### src/core/clk_gate_pkg.sv
// Constants, register map and types shared by the sleep clock gating block.
// Assumes a 40 MHz system clock and a word-addressed register port.
package clk_gate_pkg;

   // ------------------------------------------------------------------
   // Register map
   // ------------------------------------------------------------------
   localparam logic [11:0] RUN_GATES_OFF   = 12'h100;
   localparam logic [11:0] SLEEP_GATES_OFF = 12'h110;
   localparam logic [11:0] DEEP_GATES_OFF  = 12'h120;
   localparam logic [11:0] CLK_CONFIG_OFF  = 12'h130;
   localparam logic [11:0] EVT_STATUS_OFF  = 12'h134;
   localparam logic [11:0] EVT_MASK_OFF    = 12'h138;

   // ------------------------------------------------------------------
   // Field positions
   // ------------------------------------------------------------------
   localparam int WDT_POS  = 3;
   localparam int HIB_POS  = 6;
   localparam int RATE_LSB = 8;
   localparam int ADC_POS  = 16;
   localparam int PWM_POS  = 20;
   localparam int ACG_POS  = 0;
   localparam int EVT_FAULT_POS = 0;
   localparam int EVT_MODE_POS  = 1;

   // Writable bits; everything else is reserved and reads zero.
   localparam logic [31:0] SLEEP_WR_MASK = 32'h0011_0348;
   localparam logic [31:0] DEEP_WR_MASK  = 32'h0011_0048;
   localparam logic [31:0] CFG_WR_MASK   = 32'h0000_0001;
   localparam logic [31:0] EVT_WR_MASK   = 32'h0000_0003;

   // ------------------------------------------------------------------
   // Reset values
   // ------------------------------------------------------------------
   localparam logic [31:0] GATES_RST = 32'h0000_0040;
   localparam logic [31:0] CFG_RST   = 32'h0000_0000;
   localparam logic [31:0] EVT_RST   = 32'h0000_0000;

   // ------------------------------------------------------------------
   // Converter sample timing
   // ------------------------------------------------------------------
   localparam int CLK_PERIOD_NS   = 25;
   localparam int SLOW_SAMPLE_NS  = 8000;
   localparam int FAST_SAMPLE_NS  = 4000;
   localparam logic [8:0] SLOW_SAMPLE_CYC =
      9'(SLOW_SAMPLE_NS / CLK_PERIOD_NS);
   localparam logic [8:0] FAST_SAMPLE_CYC =
      9'(FAST_SAMPLE_NS / CLK_PERIOD_NS);
   localparam logic [1:0] RATE_SLOW = 2'h0;
   localparam logic [1:0] RATE_FAST = 2'h1;
   localparam logic [1:0] RATE_MAX  = 2'h1;

   // Unit order in every gate vector: pwm, converter, hibernate, watchdog.
   localparam int UNITS = 4;

   typedef enum logic [1:0] {
      MODE_RUN   = 2'b00,
      MODE_SLEEP = 2'b01,
      MODE_DEEP  = 2'b10
   } power_mode_e;

   function automatic logic [UNITS-1:0] gates_of(input logic [31:0] r);
      gates_of = {r[PWM_POS], r[ADC_POS], r[HIB_POS], r[WDT_POS]};
   endfunction : gates_of

endpackage : clk_gate_pkg

### src/core/access_check.sv
// Decides whether an access to one peripheral unit is served or faulted.
// Assumes a one-cycle request pulse with a unit index beside it.
`timescale 1ns/1ps
module access_check
   import clk_gate_pkg::*;
(
   input  wire logic [UNITS-1:0] gates,
   input  wire logic [1:0]       unit,
   input  wire logic             req,
   output logic                  grant,
   output logic                  fault
);
   import clk_gate_pkg::*;

   logic clocked;

   assign clocked = gates[unit];
   assign grant   = req & clocked;
   assign fault   = req & ~clocked;

endmodule : access_check

### src/core/gate_select.sv
// Chooses which gate vector and rate field governs the unit clocks.
// Assumes all inputs are registers on the same clock.
`timescale 1ns/1ps
module gate_select
   import clk_gate_pkg::*;
(
   input  wire logic [31:0] run_gates,
   input  wire logic [31:0] sleep_gates,
   input  wire logic [31:0] deep_gates,
   input  wire logic        auto_clock_gating,
   input  wire power_mode_e mode,
   output logic [UNITS-1:0] gates,
   output logic [1:0]       rate
);
   import clk_gate_pkg::*;

   logic [31:0] chosen;
   logic [1:0]  asked;

   // Without auto gating the run register stays in force in every mode.
   assign chosen = !auto_clock_gating               ? run_gates   :
                   mode == MODE_SLEEP ? sleep_gates :
                   mode == MODE_DEEP  ? deep_gates  : run_gates;
   assign gates  = gates_of(chosen);
   // The deep register has no rate field, so deep sleep keeps sleep's.
   assign asked  = (auto_clock_gating && mode == MODE_DEEP) ?
                   sleep_gates[RATE_LSB +: 2] : chosen[RATE_LSB +: 2];
   // A request above the permitted maximum never raises the real rate.
   assign rate   = (asked > RATE_MAX) ? RATE_MAX : asked;

endmodule : gate_select

### src/core/sleep_clock_gating.sv
// Clock gating control for the peripheral units in run, sleep and deep
// sleep, with its register port, access fault check and event interrupt.
// Assumes mode requests and unit accesses come from logic on ref_clk.
//
// Design decision made here: strobed register access.
`timescale 1ns/1ps

// Function
// - A set gate bit clocks its unit; a clear bit stops it.
// - Access to an unclocked unit gives a bus fault instead.
// - Gate bits reset to zero unless stated otherwise.
// - Deep gating register resets with only hibernate bit set, read/write.
// - Deep gating register decodes at its own offset.
// - Bit 6 gates hibernate clock, read/write, resets to one.
// - Bit 3 gates watchdog clock, read/write, resets to zero.
// - Rate field bits 9:8: one gives 250k, zero gives 125k samples.
// - A rate above the permitted maximum never raises the real rate.
// - Run, sleep and deep registers apply in their own modes.
// - Sleep and deep registers govern only while auto gating is set.
// - Reserved bits read zero and ignore writes.
module sleep_clock_gating
   import clk_gate_pkg::*;
(
   input  wire logic             ref_clk,
   input  wire logic             rst,
   input  wire logic [11:0]      reg_addr,
   input  wire logic [31:0]      reg_wdata,
   input  wire logic             reg_wr,
   input  wire logic             reg_rd,
   output logic [31:0]           reg_rdata_q,
   input  wire logic             sleep_req,
   input  wire logic             deep_sleep_req,
   input  wire logic             unit_req,
   input  wire logic [1:0]       unit_sel,
   output logic                  unit_grant_q,
   output logic                  unit_fault_q,
   output logic [UNITS-1:0]      unit_clk_en_q,
   output logic [1:0]            sample_rate_q,
   output logic                  sample_tick_q,
   output logic                  irq_q
);
   import clk_gate_pkg::*;

   // ------------------------------------------------------------------
   // Registers
   // ------------------------------------------------------------------
   logic [31:0]  run_gates_q;
   logic [31:0]  sleep_gates_q;
   logic [31:0]  deep_gates_q;
   logic [31:0]  clk_config_q;
   logic [31:0]  evt_status_q;
   logic [31:0]  evt_mask_q;
   power_mode_e  mode_q;
   power_mode_e  mode_d;
   logic [8:0]   tick_cnt_q;
   logic [8:0]   tick_cnt_d;

   // ------------------------------------------------------------------
   // Address decode
   // ------------------------------------------------------------------
   logic         wr_run;
   logic         wr_sleep;
   logic         wr_deep;
   logic         wr_cfg;
   logic         wr_status;
   logic         wr_mask;
   logic [31:0]  rd_mux;

   assign wr_run    = reg_wr && reg_addr == RUN_GATES_OFF;
   assign wr_sleep  = reg_wr && reg_addr == SLEEP_GATES_OFF;
   assign wr_deep   = reg_wr && reg_addr == DEEP_GATES_OFF;
   assign wr_cfg    = reg_wr && reg_addr == CLK_CONFIG_OFF;
   assign wr_status = reg_wr && reg_addr == EVT_STATUS_OFF;
   assign wr_mask   = reg_wr && reg_addr == EVT_MASK_OFF;

   // Unmapped offsets read zero; reserved bits are never stored.
   assign rd_mux =
      reg_addr == RUN_GATES_OFF   ? run_gates_q   :
      reg_addr == SLEEP_GATES_OFF ? sleep_gates_q :
      reg_addr == DEEP_GATES_OFF  ? deep_gates_q  :
      reg_addr == CLK_CONFIG_OFF  ? clk_config_q  :
      reg_addr == EVT_STATUS_OFF  ? evt_status_q  :
      reg_addr == EVT_MASK_OFF    ? evt_mask_q    : 32'h0000_0000;

   // ------------------------------------------------------------------
   // Gating register storage
   // ------------------------------------------------------------------
   always_ff @(posedge ref_clk) begin
      if (rst) begin
         run_gates_q   <= GATES_RST;
         sleep_gates_q <= GATES_RST;
         deep_gates_q  <= GATES_RST;
         clk_config_q  <= CFG_RST;
         evt_mask_q    <= EVT_RST;
      end else begin
         if (wr_run)
            run_gates_q   <= reg_wdata & SLEEP_WR_MASK;
         if (wr_sleep)
            sleep_gates_q <= reg_wdata & SLEEP_WR_MASK;
         if (wr_deep)
            deep_gates_q  <= reg_wdata & DEEP_WR_MASK;
         if (wr_cfg)
            clk_config_q  <= reg_wdata & CFG_WR_MASK;
         if (wr_mask)
            evt_mask_q    <= reg_wdata & EVT_WR_MASK;
      end
   end

   always_ff @(posedge ref_clk) begin
      if (rst)
         reg_rdata_q <= 32'h0000_0000;
      else
         reg_rdata_q <= reg_rd ? rd_mux : 32'h0000_0000;
   end

   // ------------------------------------------------------------------
   // Power mode tracking
   // ------------------------------------------------------------------
   always_comb begin
      case ({deep_sleep_req, sleep_req})
         2'b00:   mode_d = MODE_RUN;
         2'b01:   mode_d = MODE_SLEEP;
         default: mode_d = MODE_DEEP;
      endcase
   end

   always_ff @(posedge ref_clk) begin
      if (rst)
         mode_q <= MODE_RUN;
      else
         mode_q <= mode_d;
   end

   // ------------------------------------------------------------------
   // Gate selection and unit clock enables
   // ------------------------------------------------------------------
   logic [UNITS-1:0] gates;
   logic [1:0]       rate;
   logic             auto_clock_gating;

   assign auto_clock_gating = clk_config_q[ACG_POS];

   gate_select u_select (
      .run_gates   (run_gates_q),
      .sleep_gates (sleep_gates_q),
      .deep_gates  (deep_gates_q),
      .auto_clock_gating         (auto_clock_gating),
      .mode        (mode_q),
      .gates       (gates),
      .rate        (rate)
   );

   always_ff @(posedge ref_clk) begin
      if (rst) begin
         unit_clk_en_q <= gates_of(GATES_RST);
         sample_rate_q <= RATE_SLOW;
      end else begin
         unit_clk_en_q <= gates;
         sample_rate_q <= rate;
      end
   end

   // ------------------------------------------------------------------
   // Peripheral access check
   // ------------------------------------------------------------------
   logic grant;
   logic fault;

   // Judged against the enables the units really see this cycle.
   access_check u_check (
      .gates (unit_clk_en_q),
      .unit  (unit_sel),
      .req   (unit_req),
      .grant (grant),
      .fault (fault)
   );

   always_ff @(posedge ref_clk) begin
      if (rst) begin
         unit_grant_q <= 1'b0;
         unit_fault_q <= 1'b0;
      end else begin
         unit_grant_q <= grant;
         unit_fault_q <= fault;
      end
   end

   // ------------------------------------------------------------------
   // Converter sample tick
   // ------------------------------------------------------------------
   logic [8:0] period;
   logic       adc_on;

   assign period = (sample_rate_q == RATE_FAST) ?
                   FAST_SAMPLE_CYC : SLOW_SAMPLE_CYC;
   assign adc_on = unit_clk_en_q[2];
   // The count restarts while the converter is unclocked, so the first
   // tick after enabling lands one full period later.
   assign tick_cnt_d = (!adc_on || tick_cnt_q == 9'h000) ?
                       period - 9'h001 : tick_cnt_q - 9'h001;

   always_ff @(posedge ref_clk) begin
      if (rst) begin
         tick_cnt_q    <= SLOW_SAMPLE_CYC - 9'h001;
         sample_tick_q <= 1'b0;
      end else begin
         tick_cnt_q    <= tick_cnt_d;
         sample_tick_q <= adc_on && tick_cnt_q == 9'h000;
      end
   end

   // ------------------------------------------------------------------
   // Event status and interrupt
   // ------------------------------------------------------------------
   logic [31:0] evt_set;
   logic [31:0] evt_clr;

   assign evt_set = {30'h0000_0000, mode_q != mode_d, fault};
   assign evt_clr = wr_status ? (reg_wdata & EVT_WR_MASK) : 32'h0000_0000;

   // A new event in the clearing cycle wins over the clear.
   always_ff @(posedge ref_clk) begin
      if (rst) begin
         evt_status_q <= EVT_RST;
         irq_q        <= 1'b0;
      end else begin
         evt_status_q <= (evt_status_q & ~evt_clr) | evt_set;
         irq_q        <= |(evt_status_q & ~evt_clr & evt_mask_q);
      end
   end
endmodule : sleep_clock_gating

### config.mk
export PLATFORM = sky130hd
export DESIGN_NAME = sleep_clock_gating
export DESIGN_NICKNAME = d
export VERILOG_FILES = /design/src/core/clk_gate_pkg.sv /design/src/core/access_check.sv /design/src/core/gate_select.sv /design/src/core/sleep_clock_gating.sv
export SDC_FILE = /design/constraint.sdc
export NUM_CORES = 1
export LEC_CHECK = 0
export BUFFER_PORTS_ARGS = -buffer_cell sky130_fd_sc_hd__buf_2
export CAP_MARGIN = 20
export CORE_MARGIN = 4
export CORE_UTILIZATION = 30
export CTS_CLUSTER_DIAMETER = 30
export DETAILED_ROUTE_END_ITERATION = 8
export PLACE_DENSITY = 0.57
export SETUP_SLACK_MARGIN = 0.5
export SLEW_MARGIN = 25
export SYNTH_ARGS = -nofsm -noshare
export SYNTH_HDL_FRONTEND = slang
export SYNTH_SLANG_ARGS = --single-unit
### constraint.sdc
create_clock -name ref_clk -period 2.35 [get_ports ref_clk]
set_clock_uncertainty 0.15 [all_clocks]
set_input_delay 0.235 -clock ref_clk [delete_from_list [all_inputs] [get_ports ref_clk]]
set_output_delay 0.235 -clock ref_clk [all_outputs]
set_load 0.02 [all_outputs]
== Word-level counts from Yosys, hierarchy flattened ==
Cells that the tools add are included.
Storage, ports and cells
  output and inout port bits: 42
  word-level logic and storage cells: 75
  input port bits: 53
  register bits: 104
Operators by class
  reductions and logical operators: 17
  muxes and demuxes: 17
  equal/unequal tests: 11
  order comparisons: 2
  add/subtract/negate cells: 2
  bitwise logic cells: 8
Operator list (count)
  $mux W21: 7
  $eq A12 B9 Y1 const B: 6
  $and A32 B2 Y32: 1
  $and A32 B32 Y32: 1
  $mux W32: 1
  $not A2 Y32: 1
  $or A32 B2 Y32: 1
  $reduce_or A32 Y1: 1
  $mux W9: 2
  $sub A9 B1 Y9 const B: 2
  $logic_not A9 Y1: 1
  $logic_and A1 B1 Y1: 8
  $eq A2 B1 Y1 const B: 3
  $mux W2: 3
  $reduce_or A6 Y1: 1
  $reduce_or A5 Y1: 1
  $pmux W2 S2: 1
  $reduce_or A2 Y1: 2
  $lt A2 B3 Y1 const B: 1
  $and A1 B1 Y1: 2
  $bmux W1 S2: 1
  $eq A2 B2 Y1 const B: 1
  $gt A2 B1 Y1 const B: 1
  $logic_not A2 Y1: 1
  other kinds (5): 7

== Logic depth before layout (Yosys ltp) ==
  depth in word-level cells: 7
  mapped depth: 5
  depth with buffers taken out: 4

== Cells and area by module ==
Synthesis repeated with hierarchy kept, for this count alone.
Second synthesis, totals
  cells, all modules: 262
  area, all modules: 2424.8 um^2
Modules (own cells, without submodules)
  sleep_clock_gating: area each 2268.4 um^2, instances 1, seq. area each 1001.0 um^2, cells each 243
  gate_select: area each 121.4 um^2, instances 1, seq. area each 0.0 um^2, cells each 16
  access_check: area each 35.0 um^2, instances 1, seq. area each 0.0 um^2, cells each 3

== Least setup slack after synthesis ==
No wires, ideal clock.
  path type: flip-flop to flip-flop
  start: register tick_cnt_q[1]
  end: register tick_cnt_q[6]
  path buffers: 1
  cell stages (with the launch flop): 6
  setup slack: 0.720 ns
  data required time: 2.081 ns
  setup time: 0.119 ns
  clock period less this slack: 1.630 ns
  arrival: 1.361 ns
  cell sequence: dfxtp_1 > or3_1 > buf_2 > or3_1 > o21ai_0 > a21oi_1
On the way
  longest elaborated chain between the ends: 3
  elaborated cells between the ends (all ways): 4
  classes of those cells: add/sub (1); mux (1); reduce/logical (2)
RTL lines
  from (decl): RTL line sleep_clock_gating.sv:55  | logic [8:0] tick_cnt_q;
  from (signal assigned): RTL line sleep_clock_gating.sv:204  | tick_cnt_q <= SLOW_SAMPLE_CYC - 9'h001;
  from (signal assigned): RTL line sleep_clock_gating.sv:207  | tick_cnt_q <= tick_cnt_d;
  branches (longest 2 deep; another with $sub A9 B1 Y9)
  $mux W9 *: RTL line sleep_clock_gating.sv:199  | assign tick_cnt_d = (!adc_on || tick_cnt_q == 9'h000) ?
Every way passes the cells marked *.
A chain may end at the register's enable or synchronous reset.

== Worst setup path in the final report ==
  start: register tick_cnt_q[3]
  end: register sample_tick_q
On the way
  longest elaborated chain between the ends: 2
RTL lines
  $logic_not A9 Y1: RTL line sleep_clock_gating.sv:208  | sample_tick_q <= adc_on && tick_cnt_q == 9'h000;
  $logic_and A1 B1 Y1: RTL line sleep_clock_gating.sv:208
  to (signal assigned): RTL line sleep_clock_gating.sv:205  | sample_tick_q <= 1'b0;
  to (signal assigned): RTL line sleep_clock_gating.sv:208
  to (decl): RTL line sleep_clock_gating.sv:39  | output logic sample_tick_q,
No other way between the ends.

==> impl_metrics.csv <==
group,metric,value,unit
detailed_routing,wl,4900,microns
cts,clock_sinks,50,
final_layout,final_cell_mix,"dfxtp_1, buf_2, nor2_1",
min_path,worstHoldPathCells,2,
global_routing,grt_pass1_wl,7920,microns
sta,slew-limit-headroom,65.3,%
global_routing,grt_pass1_vias,1706,
cts,cts_buffers,5,
die,rows,31,
worst_setup_path,worstPathArrival,1.80,ns
detailed_routing,dr.pass1.iters,4,
sta,worst_slew_pin_slew,0.517,ns
final_layout,num-fill-cells,768,
cts,tritoncts,"built",
sta,min_period,1.73,ns
yosys,ys_seq_elements,50,
place,port_buffers,46,
final_layout,final_core_util,36.7,%
job,maxCapViolations,0,
global_routing,grt_max_degree,40,
detailed_routing,routedWlPerCell,12.5,microns
power_and_ir_drop,p_leak,1.21,nW
global_routing,met1_usage,13.6,%
worst_setup_path,cp.required,2.41,ns
final_layout,num_antenna_cells,0,
power_and_ir_drop,peakVddDrop,227,uV
global_routing,grt-busiest-layer,"met2",
sta,fin_crit_sh,73.7,%
min_path,hold_path_class,"primary input to flip-flop",
sta,finalMaxSlewViolations,0,
power_and_ir_drop,fin_total_pwr,1.57,mW
worst_setup_path,critical_path_class,"flip-flop to flip-flop",
cts,clkTransAtPathRegs,0.08,ns
die,die_width,95.3,microns
worst_setup_path,crit_fanout,5,
yosys,yosysSeqAreaShare,43.8,%
worst_setup_path,worst_setup_path_start_kind,"flip-flop",
power_and_ir_drop,p_sw,360,uW
final_layout,nets,345,
place,dp_hpwl,3740,microns
worst_setup_path,ff2ff_path_depth,3,
sta,setup_ws,0.618,ns
detailed_routing,viasPerCell,4.57,
worst_setup_path,crit_path_end_kind,"flip-flop",
yosys,syn_avg_cell_area,9.49,sq um
detailed_routing,drtIter0Drc,56,
power_and_ir_drop,clockPowerShare,37.0,%
detailed_routing,antenna_left,0,
place,dp_slack,0.464,ns
sta,setup_viol,0,
sta,final-hold-violation-count,0,
sta,max_freq,0.577,GHz
final_layout,final_common_cell,"dfxtp_1",
cts,worstSkewPairLatency,0.30,ns
yosys,syn_area,0.00229,sq mm
power_and_ir_drop,combPwrFrac,8.5,%
global_routing,grtUsageMet3,4.18,%
cts,cts_setup_buffers,0,
worst_setup_path,ff2ff_setup_slack,0.62,ns
yosys,synth.distinct_cells,41,
place,place_congestion,0.791,
die,pin_count,95,
detailed_routing,drc_errors,0,
cts,htree_num_levels,2,
power_and_ir_drop,p_int,1.21,mW
die,die_area,0.00908,sq mm
sta,finalSetupTns,0,ns
die,start_util,31.2,%
detailed_routing,vias,1792,
die,core,0.00733,sq mm
cts,clockRootBuffer,"clkbuf_8",
cts,cts_buffer_depth,2,
yosys,yosys_warnings,0,
global_routing,grt-ovfl-total,0,
status,status,"completed",
power_and_ir_drop,switching_share,22.9,%
power_and_ir_drop,p_per_area,584,mW/mm^2
power_and_ir_drop,p_seq_share,54.4,%
yosys,postSynthCellCount,241,
global_routing,antenna_found_initial,0,
final_layout,syn_to_final_growth,17.7,%
die,die_h,95.3,microns
global_routing,grt_use_total,11.2,%
global_routing,use_met2,17.8,%
final_layout,drive_above_1_share,25.3,%
sta,rsz0062_at_grt,"no",
-- flip-flops by register name (all words and copies together) (netlist names), 4 cells and up --
| signal | count |
|---|---|
| reg_rdata_q | 8 |
| sleep_gates_q | 6 |
| unit_clk_en_q | 4 |
| tick_cnt_q | 9 |
| deep_gates_q | 4 |
| run_gates_q | 6 |
-- routing by layer --
| metal | share of wire [%] | vias to the layer above | wire length (microns) |
|---|---|---|---|
| li1 | - | 908 | - |
| met1 | 45 | 829 | 2200 |
| met2 | 46 | 48 | 2260 |
| met3 | 7.4 | 7 | 363 |
| met4 | 1.6 | 0 | 80 |
| met5 | 0 | - | 0 |
-- power groups by stage --
stage | registers, mW | logic (mW) | clock network, mW
global placement | 0.877 | 0.131 | 0
finish | 0.857 | 0.134 | 0.583
CTS | 0.857 | 0.134 | 0.607
global route | 0.858 | 0.148 | 0.637
floorplan | 0.879 | 0.110 | 0
detailed placement | 0.877 | 0.132 | 0
-- cell families after synthesis --
group / Yosys count / share of synthesized area [%]
compound gates: 41 / 11.7
xor+xnor: 3 / 1.15
buf+inv: 40 / 10.6
flops: 50 / 43.8
mux: 19 / 8.86
other cells: 1 / 0.164
simple gates: 87 / 23.8
-- critical path, stage by stage, from the launching register on --
cell,delay [ns]
dfxtp_1,0.36
or4_4,0.59
or3_1,0.35
nor3_1,0.20
-- per-stage QoR --
stage               hold WS (ns)  instances  cell area, sq um
floorplan                  0.161        265              2380
global placement           0.252        383              2560
detailed placement         0.257        383              2560
CTS                       0.0223        392              2670
global route              0.0327        392              2690
finish                    0.0301        392              2690
-- synth_stat cells (all sizes together) --
cell     number  area [sq um]
or3           5          31.3
o41ai         1          8.76
a2111oi       1          10.0
and4bb        1          12.5
xor2          3          26.3
clkbuf        5          18.8
nor3b         4          35.0
mux2i        18           180
inv           8          30.0
o22ai         4          25.0
and3b         1          8.76
or4           1          11.3
nor2b         5          31.3
nor2         28           105
a211oi        4          30.0
nand2         6          30.0
conb          1          3.75
a21oi        13          65.1
nor3          6          30.0
buf          27           193
o21a          1          7.51
mux4          1          22.5
o32ai         1          8.76
a22oi         1          7.51
o21bai        1          7.51
nand2b        6          37.5
o21ai         9          45.0
a21boi        1          7.51
o221a         4          45.0
dfxtp        50          1000
nand4         5          43.8
nor4          4          40.0
nor4b         6          82.6
nand3         9          45.0
-- what timing repair did --
action / in CTS / in global routing
endpoints found under the setup margin: 0 / 3
endpoints found under the hold margin: 1 / 0
gates resized for setup: 0 / 3
hold buffers: 1 / 0
-- final cells by class --
cell class | count | area [sq um] | area share [%]
clock buffer | 7 | 76.3 | 2.83
sequential | 50 | 1000 | 37.2
timing repair buffer | 52 | 278 | 10.3
inverter | 8 | 30.0 | 1.12
clock inverter | 1 | 30.0 | 1.12
tap | 99 | 124 | 4.60
multi-input combinational | 175 | 1150 | 42.8
-- final timing paths --
kind,to,startpoint
hold reg to reg,tick_cnt_q[0]$_SDFF_PP1_,tick_cnt_q[0]$_SDFF_PP1_
setup / recovery,sample_tick_q$_SDFF_PP0_,tick_cnt_q[3]$_SDFF_PP1_
hold / removal,unit_grant_q$_SDFF_PP0_,unit_req
setup reg to reg,sample_tick_q$_SDFF_PP0_,tick_cnt_q[3]$_SDFF_PP1_
No activity file was read; power rests on OpenSTA's default activity.
